### src/hw/atapw_defines.vh
// constants for the ata pio write and non-data command engine
// Notes on behaviour
// - data-out: drq once first sector acceptable
// - after sector: drq low, bsy, then intrq
// - status read clears interrupt, cycle repeats
// - write buffer fills 512 buffer bytes
// - write sectors: seek, idnf without retries
// - address holds last or failing sector
// - write long adds 4 or 24 ecc bytes
// - write multiple: interrupt per block, not first
// - last partial block is count modulo size
// - multiple error after block write, then stop
// - format track takes 512 bytes then executes
// - format word: sector high, descriptor low
// - non-data: bsy, then intrq until status read
// - init params stored without checking
// - verify: no drq, failing address, remainder
// - recalibrate seeks cylinder 0, else tnf
// - seek sets dsc; commands wait behind seek
// - set features decodes codes, else abort
// - power-on defaults: cache, retry, lookahead, ecc4
// - feature 03h picks transfer mode
// - set multiple accepts 2,4,8,16 only
// - diagnostic result into error register
`ifndef ATAPW_DEFINES_VH
`define ATAPW_DEFINES_VH
// command codes
`define ATAPW_CMD_WBUF 8'he8
`define ATAPW_CMD_WSEC 8'h30
`define ATAPW_CMD_WSEC_NR 8'h31
`define ATAPW_CMD_WLONG 8'h32
`define ATAPW_CMD_WLONG_NR 8'h33
`define ATAPW_CMD_WMUL 8'hc5
`define ATAPW_CMD_FMT 8'h50
`define ATAPW_CMD_INIT 8'h91
`define ATAPW_CMD_VER 8'h40
`define ATAPW_CMD_VER_NR 8'h41
`define ATAPW_CMD_RECAL 4'h1
`define ATAPW_CMD_SEEK 4'h7
`define ATAPW_CMD_SETF 8'hef
`define ATAPW_CMD_SETM 8'hc6
`define ATAPW_CMD_DIAG 8'h90
// feature codes
`define ATAPW_F_XFER 8'h03
`define ATAPW_F_APM_ON 8'h05
`define ATAPW_F_OFS_ON 8'h09
`define ATAPW_F_RTY_OFF 8'h33
`define ATAPW_F_ECC24 8'h44
`define ATAPW_F_LA_OFF 8'h55
`define ATAPW_F_REV_OFF 8'h66
`define ATAPW_F_ECC_OFF 8'h77
`define ATAPW_F_APM_OFF 8'h85
`define ATAPW_F_ECC_ON 8'h88
`define ATAPW_F_OFS_OFF 8'h89
`define ATAPW_F_RTY_ON 8'h99
`define ATAPW_F_LA_ON 8'haa
`define ATAPW_F_ECC4 8'hbb
`define ATAPW_F_REV_ON 8'hcc
`define ATAPW_F_WC_ON 8'h02
`define ATAPW_F_WC_OFF 8'h82
// transfer mode high nibbles
`define ATAPW_XM_SW 4'h1
`define ATAPW_XM_MW 4'h2
`define ATAPW_XM_UDMA 4'h4
// sizes
`define ATAPW_SECT_BYTES 10'h200
`define ATAPW_ECC_SHORT 10'h004
`define ATAPW_ECC_LONG 10'h018
// error register bits
`define ATAPW_ERR_ABRT 8'h04
`define ATAPW_ERR_TNF 8'h02
`define ATAPW_ERR_IDNF 8'h10
`endif

### src/hw/atapw_engine.v
// ata pio data-out and non-data command execution engine
`timescale 1ns/1ps
`default_nettype none
`include "atapw_defines.vh"
module atapw_engine (
  // clock and reset
  input wire clk_sys,
  input wire arst_n,
  // task file writes from the host side
  input wire cmd_wr,
  input wire [7:0] cmd_code,
  input wire [7:0] feat_in,
  input wire [7:0] count_in,
  input wire [7:0] sector_in,
  input wire [15:0] cyl_in,
  input wire [3:0] head_in,
  input wire status_rd,
  // host data port, one byte per strobe
  input wire data_wr,
  input wire [7:0] data_in,
  // media engine
  output reg media_go,
  output reg [1:0] media_op,
  input wire media_done,
  input wire media_err,
  input wire media_found,
  input wire media_idx2,
  // sector buffer write port
  output reg buf_we,
  output reg [9:0] buf_addr,
  output reg [7:0] buf_data,
  // task file state seen by the host
  output reg bsy,
  output reg drq,
  output reg dsc,
  output reg err,
  output reg intrq,
  output reg [7:0] error_reg,
  output reg [7:0] count_out,
  output reg [7:0] sector_out,
  output reg [15:0] cyl_out,
  output reg [3:0] head_out,
  // configuration seen by the rest of the drive
  output reg [7:0] spt,
  output reg [3:0] heads_m1,
  output reg [4:0] multi_size,
  output reg wcache_en,
  output reg retry_en,
  output reg la_en,
  output reg ecc24,
  output reg apm_en,
  output reg [7:0] xfer_mode,
  // diagnostic result from self-test logic
  input wire [7:0] diag_code
);

  // -------------------------------------------------------------
  // states and media operations
  // -------------------------------------------------------------
  localparam [5:0] S_IDLE = 6'h01; // waiting for a command
  localparam [5:0] S_DATA = 6'h02; // drq up, taking bytes
  localparam [5:0] S_MEDIA = 6'h04; // bsy, media busy
  localparam [5:0] S_SEEKW = 6'h08; // command held behind a seek
  localparam [5:0] S_NDATA = 6'h10; // non-data media op
  localparam [5:0] S_DONE = 6'h20; // clear bsy, raise intrq, then idle
  localparam [1:0] OP_WRITE = 2'h0;
  localparam [1:0] OP_VERIFY = 2'h1;
  localparam [1:0] OP_SEEK = 2'h2;
  localparam [1:0] OP_FMT = 2'h3;

  reg [5:0] state; // one-hot state
  reg [7:0] cmd; // latched command code
  reg [7:0] remain; // sectors left (0 means 256)
  reg [4:0] blk_left; // sectors left in this block
  reg [9:0] byte_cnt; // bytes taken in current sector
  reg [9:0] byte_lim; // bytes per sector incl. ecc
  reg seek_busy; // background seek in progress
  reg multi_run; // current command is write multiple

  // -------------------------------------------------------------
  // functions
  // -------------------------------------------------------------
  // first block length: full block or residue
  function [4:0] blk_len;
    input [7:0] cnt;
    input [4:0] sz;
    reg [8:0] c;
    begin
      c = (cnt == 8'h00) ? 9'h100 : {1'b0, cnt};
      blk_len = (c >= {4'h0, sz}) ? sz : c[4:0];
    end
  endfunction

  // valid multiple block size
  function ok_size;
    input [7:0] v;
    begin
      ok_size = (v == 8'h02) || (v == 8'h04) || (v == 8'h08) ||
                (v == 8'h10);
    end
  endfunction

  // write long command class
  function is_wlong;
    input [7:0] c;
    begin
      is_wlong = (c == `ATAPW_CMD_WLONG) || (c == `ATAPW_CMD_WLONG_NR);
    end
  endfunction

  wire data_last = data_wr && (byte_cnt == byte_lim - 10'h001);
  wire more = (remain != 8'h01);

  // -------------------------------------------------------------
  // main sequencer
  // -------------------------------------------------------------
  always @(posedge clk_sys or negedge arst_n) begin
    if (!arst_n) begin
      state <= S_IDLE;
      cmd <= 8'h00;
      remain <= 8'h00;
      blk_left <= 5'h00;
      byte_cnt <= 10'h000;
      byte_lim <= 10'h000;
      seek_busy <= 1'b0;
      multi_run <= 1'b0;
      media_go <= 1'b0;
      media_op <= 2'h0;
      buf_we <= 1'b0;
      buf_addr <= 10'h000;
      buf_data <= 8'h00;
      bsy <= 1'b0;
      drq <= 1'b0;
      dsc <= 1'b1;
      err <= 1'b0;
      intrq <= 1'b0;
      error_reg <= 8'h00;
      count_out <= 8'h00;
      sector_out <= 8'h00;
      cyl_out <= 16'h0000;
      head_out <= 4'h0;
      spt <= 8'h00;
      heads_m1 <= 4'h0;
      multi_size <= 5'h00; // multiple disabled
      wcache_en <= 1'b1; // power-on defaults
      retry_en <= 1'b1;
      la_en <= 1'b1;
      ecc24 <= 1'b0;
      apm_en <= 1'b1;
      xfer_mode <= 8'h00;
    end else begin
      media_go <= 1'b0;
      buf_we <= 1'b0;
      // status read drops the interrupt
      if (status_rd)
        intrq <= 1'b0;
      // background seek finishing raises dsc
      if (seek_busy && media_done) begin
        seek_busy <= 1'b0;
        dsc <= 1'b1;
      end
      case (state)
        S_IDLE: begin
          if (cmd_wr) begin
            cmd <= cmd_code;
            err <= 1'b0;
            error_reg <= 8'h00;
            intrq <= 1'b0;
            remain <= count_in;
            count_out <= count_in;
            sector_out <= sector_in;
            cyl_out <= cyl_in;
            head_out <= head_in;
            bsy <= 1'b1;
            multi_run <= (cmd_code == `ATAPW_CMD_WMUL);
            // always via the hold state: passes at once with no seek
            // running, waits there behind one otherwise
            state <= S_SEEKW;
          end
        end
        S_SEEKW: begin
          // hold bsy until the seek is over, then dispatch
          if (!seek_busy || media_done) begin
            byte_cnt <= 10'h000;
            byte_lim <= `ATAPW_SECT_BYTES;
            case (cmd)
              `ATAPW_CMD_WBUF, `ATAPW_CMD_WSEC, `ATAPW_CMD_WSEC_NR,
              `ATAPW_CMD_FMT: begin
                // ready for the first sector
                bsy <= 1'b0;
                drq <= 1'b1;
                state <= S_DATA;
              end
              `ATAPW_CMD_WLONG, `ATAPW_CMD_WLONG_NR: begin
                // one sector plus host ecc bytes
                byte_lim <= `ATAPW_SECT_BYTES +
                  (ecc24 ? `ATAPW_ECC_LONG : `ATAPW_ECC_SHORT);
                remain <= 8'h01;
                bsy <= 1'b0;
                drq <= 1'b1;
                state <= S_DATA;
              end
              `ATAPW_CMD_WMUL: begin
                if (multi_size == 5'h00) begin
                  // no multiple mode: abort, no data
                  err <= 1'b1;
                  error_reg <= `ATAPW_ERR_ABRT;
                  state <= S_DONE;
                end else begin
                  // first block, no interrupt
                  blk_left <= blk_len(remain, multi_size);
                  bsy <= 1'b0;
                  drq <= 1'b1;
                  state <= S_DATA;
                end
              end
              `ATAPW_CMD_INIT: begin
                // stored without any
                spt <= count_out;
                heads_m1 <= head_out;
                state <= S_DONE;
              end
              `ATAPW_CMD_VER, `ATAPW_CMD_VER_NR: begin
                // verify never raises drq
                media_go <= 1'b1;
                media_op <= OP_VERIFY;
                state <= S_NDATA;
              end
              `ATAPW_CMD_SETF: begin
                // feature decode, unknown codes abort
                case (feat_in)
                  `ATAPW_F_XFER: begin
                    // transfer mode from count
                    if (count_out[7:4] == `ATAPW_XM_SW ||
                        count_out[7:4] == `ATAPW_XM_MW ||
                        count_out[7:4] == `ATAPW_XM_UDMA)
                      xfer_mode <= count_out;
                    else begin
                      err <= 1'b1;
                      error_reg <= `ATAPW_ERR_ABRT;
                    end
                  end
                  `ATAPW_F_APM_ON: apm_en <= 1'b1;
                  `ATAPW_F_APM_OFF: apm_en <= 1'b0;
                  `ATAPW_F_RTY_OFF: retry_en <= 1'b0;
                  `ATAPW_F_RTY_ON: retry_en <= 1'b1;
                  `ATAPW_F_ECC24: ecc24 <= 1'b1;
                  `ATAPW_F_ECC4: ecc24 <= 1'b0;
                  `ATAPW_F_LA_OFF: la_en <= 1'b0;
                  `ATAPW_F_LA_ON: la_en <= 1'b1;
                  `ATAPW_F_WC_ON: wcache_en <= 1'b1;
                  `ATAPW_F_WC_OFF: wcache_en <= 1'b0;
                  // accepted with no local effect
                  `ATAPW_F_OFS_ON, `ATAPW_F_OFS_OFF, `ATAPW_F_REV_OFF,
                  `ATAPW_F_REV_ON, `ATAPW_F_ECC_OFF,
                  `ATAPW_F_ECC_ON: err <= 1'b0;
                  default: begin
                    err <= 1'b1;
                    error_reg <= `ATAPW_ERR_ABRT;
                  end
                endcase
                state <= S_DONE;
              end
              `ATAPW_CMD_SETM: begin
                // block size
                if (ok_size(count_out))
                  multi_size <= count_out[4:0];
                else begin
                  multi_size <= 5'h00;
                  err <= 1'b1;
                  error_reg <= `ATAPW_ERR_ABRT;
                end
                state <= S_DONE;
              end
              `ATAPW_CMD_DIAG: begin
                // result code lands in error register
                error_reg <= diag_code;
                state <= S_DONE;
              end
              default: begin
                if (cmd[7:4] == `ATAPW_CMD_RECAL) begin
                  // seek to cylinder 0
                  cyl_out <= 16'h0000;
                  media_go <= 1'b1;
                  media_op <= OP_SEEK;
                  state <= S_NDATA;
                end else if (cmd[7:4] == `ATAPW_CMD_SEEK) begin
                  // start seek, drop dsc until positioned
                  dsc <= 1'b0;
                  seek_busy <= 1'b1;
                  media_go <= 1'b1;
                  media_op <= OP_SEEK;
                  state <= S_DONE;
                end else begin
                  err <= 1'b1;
                  error_reg <= `ATAPW_ERR_ABRT;
                  state <= S_DONE;
                end
              end
            endcase
          end
        end
        S_DATA: begin
          if (data_wr) begin
            // bytes in order; format words high then low
            buf_we <= 1'b1;
            buf_addr <= byte_cnt;
            buf_data <= data_in;
            byte_cnt <= byte_cnt + 10'h001;
          end
          if (data_last) begin
            byte_cnt <= 10'h000;
            if (multi_run && blk_left != 5'h01 && more) begin
              // stay in drq within a block
              blk_left <= blk_left - 5'h01;
              remain <= remain - 8'h01;
              // address follows every sector, not only block ends
              count_out <= remain - 8'h01;
              sector_out <= sector_out + 8'h01;
              media_go <= 1'b1;
              media_op <= OP_WRITE;
            end else begin
              // sector done: drop drq, raise bsy
              drq <= 1'b0;
              bsy <= 1'b1;
              media_go <= (cmd != `ATAPW_CMD_WBUF);
              media_op <= (cmd == `ATAPW_CMD_FMT) ? OP_FMT : OP_WRITE;
              state <= (cmd == `ATAPW_CMD_WBUF) ? S_DONE : S_MEDIA;
            end
          end
        end
        S_MEDIA: begin
          if (media_done || (media_idx2 && !media_found && !retry_en)) begin
            bsy <= 1'b0;
            intrq <= 1'b1;
            if (media_err || !media_found) begin
              // stop at failing sector, address stays
              err <= 1'b1;
              error_reg <= media_found ? `ATAPW_ERR_ABRT : `ATAPW_ERR_IDNF;
              state <= S_IDLE;
            end else if (more && cmd != `ATAPW_CMD_FMT &&
                         !is_wlong(cmd)) begin
              // next sector or block with interrupt
              remain <= remain - 8'h01;
              count_out <= remain - 8'h01;
              sector_out <= sector_out + 8'h01;
              blk_left <= multi_size;
              drq <= 1'b1;
              state <= S_DATA;
            end else begin
              // address shows last sector written
              count_out <= 8'h00;
              state <= S_IDLE;
            end
          end
        end
        S_NDATA: begin
          if (media_done) begin
            if (media_err) begin
              err <= 1'b1;
              // tnf for recalibrate, else failing address
              error_reg <= (media_op == OP_SEEK) ? `ATAPW_ERR_TNF
                                                 : `ATAPW_ERR_IDNF;
              count_out <= remain;
              state <= S_DONE;
            end else if (media_op == OP_VERIFY && more) begin
              // verify sector by sector so a failure stops in place
              remain <= remain - 8'h01;
              sector_out <= sector_out + 8'h01;
              media_go <= 1'b1;
            end else begin
              if (media_op == OP_VERIFY)
                count_out <= 8'h00;
              state <= S_DONE;
            end
          end
        end
        S_DONE: begin
          // completion: clear bsy, interrupt
          bsy <= 1'b0;
          intrq <= 1'b1;
          state <= S_IDLE;
        end
        default: state <= S_IDLE;
      endcase
    end
  end

endmodule // atapw_engine
`default_nettype wire

### config.mk
export PLATFORM = sky130hd
export DESIGN_NAME = atapw_engine
export DESIGN_NICKNAME = d
export VERILOG_FILES = /design/src/hw/atapw_engine.v
export VERILOG_INCLUDE_DIRS = /design/src /design/src/hw
export SDC_FILE = /design/constraint.sdc
export NUM_CORES = 1
export LEC_CHECK = 0
export ABC_AREA = 1
export BUFFER_PORTS_ARGS = -buffer_cell sky130_fd_sc_hd__buf_2
export CORE_MARGIN = 3
export CORE_UTILIZATION = 55
export DETAILED_ROUTE_END_ITERATION = 12
export GPL_ROUTABILITY_DRIVEN = 0
export PLACE_DENSITY = 0.81
export SETUP_SLACK_MARGIN = 0.4
export SLEW_MARGIN = 40
export SYNTH_ARGS = -nofsm -noshare
export SYNTH_HDL_FRONTEND = slang
export SYNTH_SLANG_ARGS = --single-unit
export TNS_END_PERCENT = 50
### constraint.sdc
create_clock -name clk_sys -period 2.9 [get_ports clk_sys]
set_input_delay 0.145 -clock clk_sys [delete_from_list [all_inputs] [get_ports clk_sys]]
set_output_delay 0.145 -clock clk_sys [all_outputs]
set_load 0.01 [all_outputs]
Word level (Yosys, flattened, before mapping):

Index checks and enable logic that the tools add are counted.
W data, S select, Z words.

* register bits: 150
* word-level logic and storage cells: 354

* add/subtract/negate cells: 6
* reduce and logical (&&, ||, !) cells: 70
* muxes and demuxes: 156
* eq/ne operators: 89
* order comparisons: 1

Operators by type and width (count)
* $mux W8: 38
* $eq A8 B8 Y1 const B: 15
* $pmux W8 S4: 3
* $pmux W8 S5: 2
* $mux W6: 11
* $mux W5: 13
* $mux W16: 4
* $eq A8 B7 Y1 const B: 7
* $mux W1: 49
* $ne A2 B2 Y1 const B: 21
* $eq A8 B6 Y1 const B: 5
* $mux W10: 4
* $pmux W16 S2: 1
* $pmux W6 S5: 1
* $reduce_and A14 Y1: 2
* $ne A3 B3 Y1 const B: 9
* $reduce_and A9 Y1: 3
* $eq A8 B2 Y1 const B: 3
* $pmux W6 S4: 1
* $pmux W10 S2: 1
* $reduce_and A4 Y1: 5
* $reduce_or A10 Y1: 2
* $eq A8 B3 Y1 const B: 2
* $eq A8 B4 Y1 const B: 2
* 59 further kinds: 118

Logic depth before layout (Yosys ltp):

Gate-level depths: netlist (run 1).

* word-level depth: 8
* gate-level depth with buffers: 20

Worst setup path after synthesis (run 1):

No wires, ideal clock.

* path kind: register to register
* start point: register remain[2]
* end point: register blk_left[4]
* path slack: 0.739 ns
* arrival time: 2.044 ns
* buffers on the path: 0
* period minus slack after synthesis: 2.161 ns
* stages on the path, launching flop included: 21
* cells stage by stage: dfrtp_1 -> inv_1 -> nand2_1 -> nor2_1 -> nand2_1 -> inv_1 -> nand2_1 -> nand2_1 -> inv_1 -> ha_1 -> nand2_1 -> o21ai_0 -> nand2_1 -> nand2_1 -> nand2_1 -> nand2_1 -> nand2_1 -> nand3_1 -> nand2_1 -> nand2_1 -> nand2_1

* longest elaborated chain between the ends: 8

RTL lines
* from (decl): line atapw_engine.v:73 `reg [7:0] remain;`
* from (signal assigned): line atapw_engine.v:169 `remain <= count_in;`
* from (signal assigned): line atapw_engine.v:316 `remain <= remain - 8'h01;`
* from (signal assigned): line atapw_engine.v:344 `remain <= remain - 8'h01;`
* $logic_not A8 Y1: line atapw_engine.v:89 `c = (cnt == 8'h00) ? 9'h100 : {1'b0, cnt};`
* $mux W9: line atapw_engine.v:89
* $ge A9 B5 Y1: line atapw_engine.v:90 `blk_len = (c >= {4'h0, sz}) ? sz : c[4:0];`
* $mux W5: line atapw_engine.v:90
* $mux W5: line atapw_engine.v:204 `if (multi_size == 5'h00) begin`
* $mux W5: line atapw_engine.v:186 `case (cmd)`
* $mux W5: line atapw_engine.v:183 `if (!seek_busy || media_done) begin`
* $pmux W5 S3: line atapw_engine.v:162 `case (state)`
* to (signal assigned): line atapw_engine.v:211 `blk_left <= blk_len(remain, multi_size);`
* to (signal assigned): line atapw_engine.v:315 `blk_left <= blk_left - 5'h01;`
* to (signal assigned): line atapw_engine.v:347 `blk_left <= multi_size;`
* to (decl): line atapw_engine.v:74 `reg [4:0] blk_left;`

Parallel ways exist; a longest one is shown, timed or not. The select of a mux whose other input is x is not followed.
A chain may end at the register's enable or synchronous reset.

Final worst setup path (run 1):

* start point: register remain[5]
* end point: register blk_left[1]

Same word-level chain as after synthesis.

==> metrics.md, run 1 <==
| Metric | Value |
|---|---|
| Count of input and output buffers | around 180 |
| H-tree depth | 4 |
| Internal power consumption | ~0.0052 W |
| Fin crit share | 83.1% |
| Time the final worst path needs with I/O delays and setup | between 2 and 2.5 ns |
| Layout Cells excl Fill | 1,541 |
| Number of warnings reported in the yosys synthesis log | 0 |
| CTS max path bufs | 2 |
| Total routed wirelength | 24.0 mm |
| RSZ-0062 raised after global routing | yes |
| Mapped cell area | approximately 0.008 mm^2 |
| Kind of end point of the critical path | register |
| CP top delay family | simple AND/OR/NAND/NOR gates |
| Clock latency of the later-clocked register in the worst-skew pair | about 0.43 ns |
| Via total after detailed routing | around 8.4k |
| Part of the Yosys area used for sequential elements | between 40 and 50% |
| Worst clock skew on the final layout | 0.0104 ns |
| Register with the highest flop count | cyl_out |
| Commonest non-fill, non-tap cell in the layout | sky130_fd_sc_hd__nand2_1 |
| Global-route wire length before repair | approximately 38 mm |
| Critical path data required time | roughly 3.2 ns |
| Max Clock Freq | between 400 and 500 MHz |
| Result of the run | finished clean |
| Actual slew at the worst max-slew pin | just under 0.7 ns |
| Number of sinks handled by clock tree synthesis | between 100 and 150 |
| DP HPWL | around 17 mm |
| Switching power summed over all nets | roughly 0.004 W |
| Number of pins exceeding their max-slew limit in the final report | 0 |
| Die footprint | ~0.016 mm^2 |
| Slew HR | a little over half |
| Max FFs per register | 16 |
| Area share of the leading cell type in the synthesized netlist | between 40% and 50% |
| Count of flip-flops with a built-in enable after synthesis | 0 |
| Worst setup path start | remain[5] |
| Layout overhead on the synthesized area | 24.9% |
| Synth Instances | approximately 1.1k |
| Global-route usage over all layers | around 29% |
| Standard-cell rows | 44 |
| Number of synthesized register bits | roughly 140 |
| Portion of total power attributed to the clock network | ~22% |
| Worst vdd ir | 0.000592 V |
| Worst Hold Margin | between 0.01 and 0.015 ns |
| Number of hold-slack violations in the final timing report | 0 |
| Detailed router's first-iteration violation count | 672 |
| DR WL/cell | 15.6 um |
| Horiz. Die Dim | ~130 um |
| Sum Neg Setup Slack | 0 ns |
| Number of detailed-routing iterations run before antenna repair | 7 |
| Commonest cells after routing, fill and taps aside | sky130_fd_sc_hd__nand2_1, sky130_fd_sc_hd__buf_2, sky130_fd_sc_hd__dfrtp_1, sky130_fd_sc_hd__nor2_1, sky130_fd_sc_hd__inv_1 |
| TritonCTS clock tree | built |
| Synth Flop Type | sky130_fd_sc_hd__dfrtp_1 |
| Proportion of power drawn by flip-flops and latches | between 30 and 40% |
| Reported max-cap violation count | 0 |
| Total of endpoints with negative setup slack in the final report | 0 |
| Reported leakage power | roughly 5.5 nW |
| Worst setup SP type | register |
| Worst Hold Path Cells | 3 |
| Registers with the highest flip-flop counts | cyl_out (16), buf_addr (10), byte_cnt (10) |
| Share of synthesized registers carrying an async set or reset | 100% |
| Buffer and inverter count on the worst path | 3 |
| Total placed cells including tap cells | about 1.5k |
| Startpoint of the worst-slack reg-to-reg timing path | remain[5] |
| Post-synthesis cell type count | 47 |
| I/O Pins | approximately 180 |
| Syn_nets | approximately 1.2k |
| Switching part of the total | 43.7% |
| Most frequent cell on the critical path | sky130_fd_sc_hd__nand2_1 |
| Post-layout nets | approximately 1.4k |
| Power per Cell Area | ~890 mW/mm^2 |
| Share of power burned in combinational logic | a little over two fifths |
| Endpoint arrival time on the critical path | 2.73 ns |
| Clock Tree Root | sky130_fd_sc_hd__clkbuf_16 |
| Standard cell with the maximum stage delay on the critical path | sky130_fd_sc_hd__dfrtp_1 |
| Number of buffers added by the clock tree synthesis step | 17 |
| Hold path startpoint | feat_in[7] |
| Cell type contributing the most total cell area after synthesis | sky130_fd_sc_hd__dfrtp_1 |
| Initial standard-cell utilization of the core | about 56% |
| Class of the tightest hold or removal check | in -> reg |
| Layout cells sized above 1 | 23.1% |
| Clock transition at the registers of the reported paths | about 0.060 ns |
| Via-per-instance ratio | between 5 and 6 |
| Grt ovf | 0 |
| Worst reg2reg path depth | 20 |
| Remaining DRCs | 0 |
| Critical Path Stages | 20 |
| Antenna cells | 0 |
| Avg Cell Area, Syn | ~7.3 um^2 |
| Worst-path fanout max | 6 |
| Critical path's largest stage delay | 0.44 ns |
| Type of the setup path with the least slack | reg -> reg |
| Cell breakdown of the critical path | inv_2 -> nand2_2 -> nor2_4 -> nand2_2 -> inv_1 -> nand2_1 -> nand2_2 -> inv_1 -> ha_1 -> nand2_1 -> o21ai_0 -> nand2_1 -> nand2_1 -> nand2_2 -> nand2_2 -> nand2_1 -> nand3_1 -> nand2_1 -> nand2_1 -> nand2_1 |
| Core outline area | approximately 0.015 mm^2 |
| Number of antenna violations at the first check in global routing | 0 |
| Final antenna-violating net count | 0 |
| Height of the chip | roughly 130 um |
| Vias in the first global route | ~7.7k |
| Maximum number of pins on one net before global-route repair | 73 |
| Cell types with the largest area share after synthesis | sky130_fd_sc_hd__dfrtp_1, sky130_fd_sc_hd__nand2_1, sky130_fd_sc_hd__nand3_1, sky130_fd_sc_hd__nor2_1, sky130_fd_sc_hd__inv_1 |
==> synthesized netlist by cell type, types with 2 or more instances <==
library cell	instances
sky130_fd_sc_hd__o21bai_1	3
sky130_fd_sc_hd__nor2_4	5
sky130_fd_sc_hd__dfstp_2	6
sky130_fd_sc_hd__nand2_4	5
sky130_fd_sc_hd__o21ai_2	9
sky130_fd_sc_hd__a22oi_1	8
sky130_fd_sc_hd__nand3_2	4
sky130_fd_sc_hd__o211ai_1	2
sky130_fd_sc_hd__a31oi_1	2
sky130_fd_sc_hd__nor3_2	2
sky130_fd_sc_hd__nor2_2	9
sky130_fd_sc_hd__buf_4	2
sky130_fd_sc_hd__nand3_4	3
sky130_fd_sc_hd__o221ai_1	2
sky130_fd_sc_hd__nand2_1	360
sky130_fd_sc_hd__dfrtp_1	137
sky130_fd_sc_hd__nor3_1	16
sky130_fd_sc_hd__nand3_1	98
sky130_fd_sc_hd__nand3b_1	3
sky130_fd_sc_hd__inv_2	13
sky130_fd_sc_hd__o21a_1	5
sky130_fd_sc_hd__o21ai_1	18
sky130_fd_sc_hd__a21oi_1	29
sky130_fd_sc_hd__inv_1	111
sky130_fd_sc_hd__buf_2	7
sky130_fd_sc_hd__o22ai_1	5
sky130_fd_sc_hd__nand4_1	13
sky130_fd_sc_hd__o21ai_0	73
sky130_fd_sc_hd__xor2_1	7
sky130_fd_sc_hd__or2_2	4
sky130_fd_sc_hd__nor2_1	114
sky130_fd_sc_hd__ha_1	13
sky130_fd_sc_hd__clkbuf_1	10
sky130_fd_sc_hd__nand2_2	10
sky130_fd_sc_hd__buf_6	4
==> timing repair <==
action / 4_1_cts / 5_1_grt
buffers inserted: 0 / 5
pin swaps: 0 / 3
gates resized for setup: 2 / 21
endpoints found under the setup margin: 5 / 17
hold buffers: 37 / 0
hold endpoints to repair: 101 / 0
gates cloned: 0 / 0
==> cells by family after synthesis <==
kind of cell	share of synthesized area, %
compound gates	11.5
simple gates	34.8
flops	43.5
xor+xnor	0.851
mux	0.137
buf+inv	7.26
fa+ha+maj	1.97
==> routing by layer <==
metal  GRT usage (%)  vias up  part of all wire (%)
met1            38.5     3837                    41
met4            9.24        0                   2.6
met5               0        -                     0
met3            8.09       66                   9.7
li1                -     4090                     -
met2            45.7      426                    47
==> worst register-to-register path, stage by stage (launching register included) <==
cell                      delay [ns]
sky130_fd_sc_hd__dfrtp_1        0.44
sky130_fd_sc_hd__inv_2          0.10
sky130_fd_sc_hd__nand2_2        0.08
sky130_fd_sc_hd__nor2_4         0.15
sky130_fd_sc_hd__nand2_2        0.08
sky130_fd_sc_hd__inv_1          0.08
sky130_fd_sc_hd__nand2_1        0.09
sky130_fd_sc_hd__nand2_2        0.09
sky130_fd_sc_hd__inv_1          0.04
sky130_fd_sc_hd__ha_1           0.28
sky130_fd_sc_hd__nand2_1        0.06
sky130_fd_sc_hd__o21ai_0        0.17
sky130_fd_sc_hd__nand2_1        0.07
sky130_fd_sc_hd__nand2_1        0.07
sky130_fd_sc_hd__nand2_2        0.09
sky130_fd_sc_hd__nand2_2        0.12
sky130_fd_sc_hd__nand2_1        0.06
sky130_fd_sc_hd__nand3_1        0.07
sky130_fd_sc_hd__nand2_1        0.05
sky130_fd_sc_hd__nand2_1        0.06
sky130_fd_sc_hd__nand2_1        0.04
==> worst paths after layout <==
path / endpoint / slack [ns]
setup / recovery: blk_left[1] / 0.49
min in group asynchronous: buf_addr[6] / 0.29
hold / removal: wcache_en / 0.01
hold reg to reg: error_reg[5] / 0.47
setup reg to reg: blk_left[1] / 0.49
max in group asynchronous: remain[3] / 1.63
==> power groups by stage <==
stage | clock network (W) | logic, W | registers (W)
CTS | 0.00208 | 0.00382 | 0.00309
global placement | 0 | 0.00365 | 0.00310
finish | 0.00206 | 0.00403 | 0.00311
detailed placement | 0 | 0.00374 | 0.00312
floorplan | 0 | 0.00256 | 0.00318
global route | 0.00218 | 0.00450 | 0.00318
==> per-stage QoR <==
stage / utilization [%] / worst slack [ns] / cell area, um^2 / total power [W]
6_report: 70.5 / 0.489 / 10300 / 0.00920
5_1_grt: 70.5 / 0.290 / 10300 / 0.00985
4_1_cts: 70.0 / 0.426 / 10200 / 0.00899
3_5_place_dp: 63.6 / 0.385 / 9280 / 0.00686
3_3_place_gp: 63.6 / 0.539 / 9280 / 0.00675
2_1_floorplan: - / 0.739 / 8240 / 0.00573
==> cell type report <==
| type | instances | area (um^2) |
|---|---|---|
| fillers | 1201 | 4300 |
| multi-input cells | 834 | 4100 |
| flip-flops and latches | 143 | 3590 |
| repair buffers | 226 | 1350 |
| inverters | 124 | 465 |
| clock buffers | 18 | 439 |
| well taps | 184 | 230 |
| clock inverters | 12 | 113 |
Note: power is estimated with default switching activity, not from simulation.
==> inputs of run 2 (changes only) <==
ABC_AREA = 0   (was 1)
clock period = 2.5 ns   (was 2.9 ns; I/O delays follow)
==> run 2 against run 1 <==
Effect of this change: flip-flop and latch count did not move; synthesized cell count shrank 29%; the flow now finishes with violations (negative setup slack); critical path depth shrank 10; routed wire length grew 35%; critical endpoint is now error_reg[4]; largest power group unchanged.
==> metrics.md, run 2 <==
| Metric | Value |
|---|---|
| Portion of total power attributed to the clock network | 19.4% (-3.0 points) |
| Number of synthesized register bits | 143 (unchanged) |
| Via-per-instance ratio | 6.58 (+20%) |
| Global-route usage over all layers | 32.7% (+3.9 points) |
| Clock latency of the later-clocked register in the worst-skew pair | 0.44 ns (about the same) |
| Reported max-cap violation count | 0 (unchanged) |
| Detailed router's first-iteration violation count | 1,053 (+57%) |
| Cell with the most instances after synthesis | sky130_fd_sc_hd__dfrtp_1 |
| Synth Instances | 798 (-29%) |
| Global-route wire length before repair | 41.1 mm (+8.4%) |
| Switching part of the total | 41.9% (-1.8 points) |
| Number of warnings reported in the yosys synthesis log | 0 (unchanged) |
| DP HPWL | 16.0 mm (-5.9%) |
| Critical path's largest stage delay | 0.45 ns (about the same) |
| Hold path startpoint | count_in[5] |
| Worst Hold Path Cells | 3 (unchanged) |
| Worst setup SP type | register |
| Reported leakage power | 5.63 nW (+1.9%) |
| Post-synthesis cell type count | 72 (+53%) |
| Layout overhead on the synthesized area | 55.0% |
| Die footprint | 0.0156 mm^2 (-5.5%) |
| Register with the highest flop count | cyl_out |
| Remaining DRCs | 0 (unchanged) |
| TritonCTS clock tree | built |
| Result of the run | complete, but fails checks |
| Maximum number of pins on one net before global-route repair | 67 (-8.2%) |
| Type of the setup path with the least slack | reg -> reg |
| Number of buffers added by the clock tree synthesis step | 17 (unchanged) |
| Worst-path fanout max | 7 (+1) |
| Cell type contributing the most total cell area after synthesis | sky130_fd_sc_hd__dfrtp_1 |
| Layout cells sized above 1 | 48.1% (+25 points) |
| Violated checks | negative setup slack |
| Total of endpoints with negative setup slack in the final report | 15 (+15) |
| Clock transition at the registers of the reported paths | 0.06 ns (about the same) |
| Count of input and output buffers | 177 (unchanged) |
| Worst reg2reg path depth | 10 (-50%) |
| Fin util | 89.1% (+19 points) |
| Commonest cells after routing, fill and taps aside | sky130_fd_sc_hd__buf_2, sky130_fd_sc_hd__dfrtp_1, sky130_fd_sc_hd__buf_4, sky130_fd_sc_hd__nand2_1, sky130_fd_sc_hd__dlygate4sd3_1 |
| Endpoint arrival time on the critical path | 2.96 ns (+0.23 ns) |
| Total routed wirelength | 32.3 mm (+35%) |
| Worst setup margin | -0.115 ns (-0.603 ns) |
| Number of pins exceeding their max-slew limit in the final report | 0 (unchanged) |
| Commonest non-fill, non-tap cell in the layout | sky130_fd_sc_hd__buf_2 |
| Vias in the first global route | 7,966 (+3.6%) |
| Antenna cells | 0 (unchanged) |
| Core outline area | 0.0135 mm^2 (-7.4%) |
| Time the final worst path needs with I/O delays and setup | 2.61 ns (+0.203 ns) |
| Share of power burned in combinational logic | 51.8% (+8.0 points) |
| Max FFs per register | 16 (unchanged) |
| Clock Tree Root | sky130_fd_sc_hd__clkbuf_16 |
| H-tree depth | 4 (unchanged) |
| I/O Pins | 178 (unchanged) |
| Area share of the leading cell type in the synthesized netlist | 44.2% (+2.5 points) |
| Post-layout nets | 1,222 (-15%) |
| Startpoint of the worst-slack reg-to-reg timing path | state[1] |
| Standard cell with the maximum stage delay on the critical path | sky130_fd_sc_hd__dfrtp_1 |
| Standard-cell rows | 42 (-4.5%) |
| Actual slew at the worst max-slew pin | 0.764 ns (+0.0873 ns) |
| Final antenna-violating net count | 0 (unchanged) |
| DR WL/cell | 24.5 um (+57%) |
| Via total after detailed routing | 8,696 (+3.3%) |
| Mapped cell area | 0.00776 mm^2 (-5.7%) |
| Max Used Layer | met4 |
| Filler Cell Count | 516 (-57%) |
| Area of all placed cells without fillers | 0.0120 mm^2 (+17%) |
| CTS max path bufs | 2 (unchanged) |
| Horiz. Die Dim | 125 um (-2.8%) |
| Internal power consumption | 0.00756 W (+46%) |
| Worst clock skew on the final layout | 0.0121 ns (+0.00172 ns) |
| R2R Setup Slk | -0.11 ns (-0.60 ns) |
| Met3 wire length | 3.12 mm (+33%) |
| Switching power summed over all nets | 0.00545 W (+36%) |
| Max Clock Freq | 382 MHz (-7.8%) |
| Top post-synthesis cells by count | sky130_fd_sc_hd__dfrtp_1, sky130_fd_sc_hd__nand2_1, sky130_fd_sc_hd__nor2_1, sky130_fd_sc_hd__mux2_2 |
| RSZ-0062 raised after global routing | yes |
| CP top delay family | compound AO/OA/AOI/OAI gates |
| Registers with the highest flip-flop counts | cyl_out (16), buf_addr (10), byte_cnt (10) |
| Fin crit share | 105% (+21 points) |
| Critical R2R Capture | error_reg[4] |
| Slew HR | 48.4% (-6.5 points) |
| Number of detailed-routing iterations run before antenna repair | 6 (-1) |
| Avg Cell Area, Syn | 9.73 um^2 (+33%) |
| Cell types with the largest area share after synthesis | sky130_fd_sc_hd__dfrtp_1, sky130_fd_sc_hd__mux2_2, sky130_fd_sc_hd__nand2_1, sky130_fd_sc_hd__o21ai_0, sky130_fd_sc_hd__nor2_1 |
| Number of antenna violations at the first check in global routing | 0 (unchanged) |
| Number of hold-slack violations in the final timing report | 0 (unchanged) |
| Proportion of power drawn by flip-flops and latches | 28.8% (-5.0 points) |
| Met2 layer wire length in the routed design | 15.7 mm (+40%) |
| Critical path data required time | 2.84 ns (-0.38 ns) |
| Worst vdd ir | 0.00111 V (+87%) |
| Height of the chip | 125 um (-2.8%) |
| WL met1 | 11.1 mm (+14%) |
| Syn_nets | 888 (-27%) |
| Count of flip-flops with a built-in enable after synthesis | 0 (unchanged) |
| Initial standard-cell utilization of the core | 57.5% (+1.0 points) |
| Number of sinks handled by clock tree synthesis | 143 (unchanged) |
| Most frequent cell on the critical path | sky130_fd_sc_hd__buf_4 |
| Grt ovf | 0 (unchanged) |
| Class of the tightest hold or removal check | in -> reg |
| Cell breakdown of the critical path | buf_4 -> nor2b_1 -> buf_4 -> nand2_1 -> o22ai_1 -> a221o_1 -> a211oi_2 -> o21a_1 -> buf_6 -> mux2i_1 |
| Buffer and inverter count on the worst path | 3 (unchanged) |
| Total placed instance area | 0.00943 mm^2 (+1.6%) |
| Share of synthesized registers carrying an async set or reset | 100% (unchanged) |
| Power per Cell Area | 1080 mW/mm^2 (+21%) |
| Part of the Yosys area used for sequential elements | 46.2% (+2.6 points) |
| Synth Flop Type | sky130_fd_sc_hd__dfrtp_1 |
| Kind of end point of the critical path | register |
| End of the worst hold path | remain[5] |
## run 2: cell types whose count changed in the layout (fill, tap and decap cells not counted), sizes merged, moves of 17 or more
cell   before  now
nor4        0   17
inv       127   51
mux2i       0   18
buf       189  305
nand2     375   79
nand3     105   44
mux2        1   56
o21ai     100   49
nor2      129   61
## run 2: cell families (layout without fill, tap and decap cells)
family,Yosys count,count (layout),share of synthesized area (%)
flops,143,143,46.2
compound gates,167,167,14.3
xor+xnor,22,22,2.48
buf+inv,92,438,4.74
mux,74,74,10.4
fa+ha+maj,13,13,2.09
simple gates,287,288,19.8
## run 2: worst max-delay path by stage
stage | endpoint | slack (ns) | depth (start not counted) | startpoint
2_1_floorplan | blk_left[2] | 0.06 | 13 | remain[0]
3_3_place_gp | blk_left[3] | 0.07 | 11 | remain[5]
3_5_place_dp | blk_left[3] | -0.05 | 11 | remain[5]
4_1_cts | blk_left[3] | -0.004 | 11 | remain[6]
5_1_grt | error_reg[4] | -0.23 | 8 | state[5]
6_report | error_reg[4] | -0.11 | 10 | state[1]
## run 2: power groups by stage
stage               clock (W)  combinational (W)  sequential [W]
global placement            0            0.00403         0.00353
finish                0.00253            0.00674         0.00374
floorplan                   0            0.00255         0.00357
CTS                   0.00248            0.00488         0.00359
global route          0.00262            0.00700         0.00380
detailed placement          0            0.00416         0.00355
## run 2: through the flow
step	setup WS, ns	TNS (ns)	hold WS, ns	cells	power, W
5_1_grt	-0.231	-2.29	0.0248	1321	0.0134
3_5_place_dp	-0.0540	-0.0891	0.159	1176	0.00771
2_1_floorplan	0.0563	0	-0.171	798	0.00613
4_1_cts	-0.00415	-0.00415	0.00345	1283	0.0109
6_report	-0.115	-0.905	0.00787	1321	0.0130
3_3_place_gp	0.0663	0	0.151	1176	0.00757
## run 2: area by class of cell
cell class / instances / area [um^2] / share of cell area (%)
sequential: 143 / 3600 / 29.9
tap: 176 / 220 / 1.83
multi-input combinational: 564 / 4820 / 40.0
clock buffer: 18 / 429 / 3.57
inverter: 50 / 190 / 1.58
clock inverter: 14 / 143 / 1.19
timing repair buffer: 356 / 2640 / 21.9
## run 2: worst register-to-register path: cells and delay by family, from the launching register on
family / cells / cell delay, ns
muxes: 1 / 0.24
DFF: 1 / 0.45
and+or+nand+nor: 2 / 0.32
AOI/OAI and AO/OA: 4 / 0.99
buffers and inverters: 3 / 0.52
## run 2: layer usage
metal,up-vias,track usage [%]
li1,3551,-
met5,-,0
met4,0,15.8
met3,235,7.46
met2,768,56.9
met1,4142,38.1
## run 2: repair_timing
item | in CTS | in global routing
pin swaps | 48 | 47
hold buffers | 48 | 0
hold endpoints to repair | 108 | 0
endpoints found under the setup margin | 84 | 109
gates resized for setup | 128 | 108
setup buffers | 25 | 35
gates cloned | 2 | 3
==> inputs of run 3 (changes only) <==
--- a/config.mk
+++ b/config.mk
@@ -10,7 +10,9 @@
 export BUFFER_PORTS_ARGS = -buffer_cell sky130_fd_sc_hd__buf_2
+export CELL_PAD_IN_SITES_DETAIL_PLACEMENT = 1
+export CELL_PAD_IN_SITES_GLOBAL_PLACEMENT = 1
 export CORE_MARGIN = 3
-export CORE_UTILIZATION = 55
+export CORE_UTILIZATION = 41
 export DETAILED_ROUTE_END_ITERATION = 12
 export GPL_ROUTABILITY_DRIVEN = 0
-export PLACE_DENSITY = 0.81
+export PLACE_DENSITY_LB_ADDON = 0.1
 export SETUP_SLACK_MARGIN = 0.4
==> constraint.sdc (replaced) <==
create_clock -name clk_sys -period 2.5 [get_ports clk_sys]
set_input_delay 0.25 -clock clk_sys [delete_from_list [all_inputs] [get_ports clk_sys]]
set_output_delay 0.25 -clock clk_sys [all_outputs]
set_load 0.01 [all_outputs]
==> run 3 against run 2 <==
Effect of this change: die area up 32%; sequential share of layout area rose by 2.0 points; count of clock-buffer cells in the layout fell by 1; utilization is 27 points lower; sequential power is 3% lower; maximum frequency up 0.68%; via count fell by 12%; critical path type unchanged; the run still ends with negative setup slack left; combinational power is 20% lower; clock skew is 0.00067 ns lower; largest cell class unchanged; final cell count is essentially flat; flip-flop and latch count unchanged.
==> metrics.md, run 3 (synthesis results as in run 2) <==
| Metric | Value |
|---|---|
| Result of the run | complete, but fails checks |
| Violated checks | negative setup slack |
| Count of input and output buffers | 177 (unchanged) |
| Commonest non-fill, non-tap cell in the layout | sky130_fd_sc_hd__buf_2 |
| Global-route usage over all layers | 26.4% (-6.3 points) |
| DP HPWL | 19.7 mm (+23%) |
| Worst setup margin | -0.0969 ns (+0.0176 ns) |
| Reported leakage power | 5.32 nW (-5.5%) |
| Worst setup SP type | register |
| Detailed router's first-iteration violation count | 417 (-60%) |
| Worst reg2reg path depth | 13 (+3) |
| Critical path data required time | 2.85 ns (about the same) |
| Register with the highest flop count | cyl_out |
| Post-route total power | 0.0117 W (-10%) |
| Startpoint of the worst-slack reg-to-reg timing path | byte_lim[4] |
| Clock Tree Root | sky130_fd_sc_hd__clkbuf_16 |
| Buffer and inverter count on the worst path | 6 (+3) |
| Number of sinks handled by clock tree synthesis | 143 (unchanged) |
| Kind of end point of the critical path | register |
| Grt ovf | 0 (unchanged) |
| Switching power summed over all nets | 0.00471 W (-14%) |
| H-tree depth | 4 (unchanged) |
| Via total after detailed routing | 7,628 (-12%) |
| Time the final worst path needs with I/O delays and setup | 2.60 ns (-0.0176 ns) |
| Class of the tightest hold or removal check | in -> reg |
| Total placed instance area | 0.00958 mm^2 (+1.6%) |
| Fin crit share | 104% (-0.71 points) |
| Hold path startpoint | cyl_in[4] |
| Worst Hold Path Cells | 3 (unchanged) |
| Post-layout nets | 1,168 (-4.4%) |
| Critical R2R Capture | count_out[0] |
| Proportion of power drawn by flip-flops and latches | 30.9% (+2.1 points) |
| Switching part of the total | 40.4% (-1.5 points) |
| Global-route wire length before repair | 42.9 mm (+4.5%) |
| Remaining DRCs | 0 (unchanged) |
| Number of hold-slack violations in the final timing report | 0 (unchanged) |
| Fin util | 61.8% (-27 points) |
| Type of the setup path with the least slack | reg -> reg |
| Share of power burned in combinational logic | 46.4% (-5.4 points) |
| Standard-cell rows | 49 (+17%) |
| Die footprint | 0.0206 mm^2 (+32%) |
| Vias in the first global route | 8,136 (+2.1%) |
| Number of pins exceeding their max-slew limit in the final report | 0 (unchanged) |
| Initial standard-cell utilization of the core | 42.5% (-15 points) |
| Power per Cell Area | 1030 mW/mm^2 (-4.5%) |
| Number of buffers added by the clock tree synthesis step | 17 (unchanged) |
| I/O Pins | 178 (unchanged) |
| Number of antenna violations at the first check in global routing | 1 (+1) |
| Layout overhead on the synthesized area | 45.4% |
| Area of all placed cells without fillers | 0.0113 mm^2 (-6.2%) |
| Layout cells sized above 1 | 48.0% (-0.093 points) |
| Worst clock skew on the final layout | 0.0115 ns (-0.000673 ns) |
| Clock latency of the later-clocked register in the worst-skew pair | 0.43 ns (about the same) |
| Commonest cells after routing, fill and taps aside | sky130_fd_sc_hd__buf_2, sky130_fd_sc_hd__dfrtp_1, sky130_fd_sc_hd__buf_4, sky130_fd_sc_hd__nand2_1, sky130_fd_sc_hd__inv_1 |
| Worst vdd ir | 0.000574 V (-48%) |
| Portion of total power attributed to the clock network | 22.7% (+3.3 points) |
| Internal power consumption | 0.00695 W (-8.1%) |
| Sum Neg Setup Slack | -0.504 ns (+0.401 ns) |
| Number of detailed-routing iterations run before antenna repair | 6 (unchanged) |
| CTS max path bufs | 2 (unchanged) |
| Cell breakdown of the critical path | inv_2 -> ha_4 -> buf_12 -> nand4b_4 -> a2111oi_4 -> nor2_4 -> buf_6 -> buf_12 -> nor4_4 -> buf_4 -> buf_12 -> nor2_4 -> a31oi_1 |
| Antenna cells | 0 (unchanged) |
| Total of endpoints with negative setup slack in the final report | 14 (-1) |
| Critical path's largest stage delay | 0.48 ns (+0.03 ns) |
| Total routed wirelength | 29.6 mm (-8.5%) |
| Endpoint arrival time on the critical path | 2.95 ns (about the same) |
| Clock transition at the registers of the reported paths | 0.07 ns (about the same) |
| Reported max-cap violation count | 0 (unchanged) |
| Maximum number of pins on one net before global-route repair | 68 (+1.5%) |
| Height of the chip | 144 um (+15%) |
| Standard cell with the maximum stage delay on the critical path | sky130_fd_sc_hd__a2111oi_4 |
| Final antenna-violating net count | 0 (unchanged) |
| RSZ-0062 raised after global routing | yes |
| DR WL/cell | 22.4 um (-8.4%) |
| Max Clock Freq | 385 MHz (+0.68%) |
| Via-per-instance ratio | 5.78 (-12%) |
| Registers with the highest flip-flop counts | cyl_out (16), buf_addr (10), byte_cnt (10) |
| CP top delay family | buffers and inverters |
| End of the worst hold path | cyl_out[4] |
| Horiz. Die Dim | 144 um (+15%) |
| TritonCTS clock tree | built |
| Slew HR | 54.0% (+5.6 points) |
| R2R Setup Slk | -0.1 ns (+0.02 ns) |
| Max FFs per register | 16 (unchanged) |
| Actual slew at the worst max-slew pin | 0.681 ns (-0.0830 ns) |
| Most frequent cell on the critical path | sky130_fd_sc_hd__buf_12 |
| Core outline area | 0.0183 mm^2 (+35%) |
| Worst-path fanout max | 8 (+1) |
run 3: changes by cell type in the layout (fill, tap and decap cells not counted), moves of 5 or more:
cell	previous run	this run
sky130_fd_sc_hd__buf_6	30	23
sky130_fd_sc_hd__dlygate4sd3_1	48	1
sky130_fd_sc_hd__inv_8	0	5
sky130_fd_sc_hd__mux2_2	31	36
sky130_fd_sc_hd__mux2_4	25	20
sky130_fd_sc_hd__nand3_1	22	35
sky130_fd_sc_hd__nand3_2	11	6
sky130_fd_sc_hd__nand3_4	11	3
sky130_fd_sc_hd__o21ai_0	20	33
sky130_fd_sc_hd__o21ai_1	16	8
run 3: tightest hold or removal path, stage by stage:
cell,delay [ns]
sky130_fd_sc_hd__buf_2,0.08
sky130_fd_sc_hd__nand3_1,0.05
sky130_fd_sc_hd__o21ai_0,0.06
run 3: worst max-delay path by stage:
| stage | cells past startpoint | startpoint | endpoint | slack [ns] |
|---|---|---|---|---|
| floorplan | 13 | remain[0] | blk_left[2] | 0.06 |
| global placement | 12 | remain[1] | blk_left[3] | 0.05 |
| detailed placement | 12 | remain[1] | blk_left[2] | -0.12 |
| CTS | 11 | remain[6] | blk_left[3] | -0.05 |
| global route | 13 | byte_lim[4] | count_out[0] | -0.19 |
| finish | 13 | byte_lim[4] | count_out[0] | -0.1 |
run 3: final cells by class:
type | instances | area, um^2
fill | 2023 | 6980
multi-input combinational | 565 | 4600
sequential | 143 | 3600
timing repair buffer | 301 | 2020
clock buffer | 17 | 425
tap | 229 | 287
inverter | 50 | 190
clock inverter | 15 | 175
run 3: power groups by stage:
stage	Combinational, W	Clock (W)	Sequential [W]
2_1_floorplan	0.00255	0	0.00357
3_3_place_gp	0.00421	0	0.00350
3_5_place_dp	0.00443	0	0.00355
4_1_cts	0.00483	0.00266	0.00357
5_1_grt	0.00585	0.00276	0.00370
6_report	0.00541	0.00264	0.00361
run 3: what timing repair did:
action,4_1_cts,5_1_grt
resized for setup,75,110
hold endpoints to repair,48,0
pin swaps,25,56
hold buffers,1,0
cloned,1,2
buffers inserted,15,25
setup endpoints to repair,105,105
run 3: metrics by stage:
step           worst slack (ns)  std cells  hold WS, ns
2_1_floorplan            0.0563        798      -0.0456
4_1_cts                 -0.0493       1293       0.0303
3_5_place_dp             -0.119       1244        0.234
6_report                -0.0969       1320       0.0399
5_1_grt                  -0.186       1320       0.0525
3_3_place_gp             0.0454       1244        0.218
run 3: layer usage:
metal  vias to the layer above  routed length, um  GRT usage, %
met5                         -                  0             0
met4                         0                420          8.03
met3                        36               1460          4.46
met2                       236              15600          45.6
met1                      3915              12100          33.9
li1                       3441                  -             -
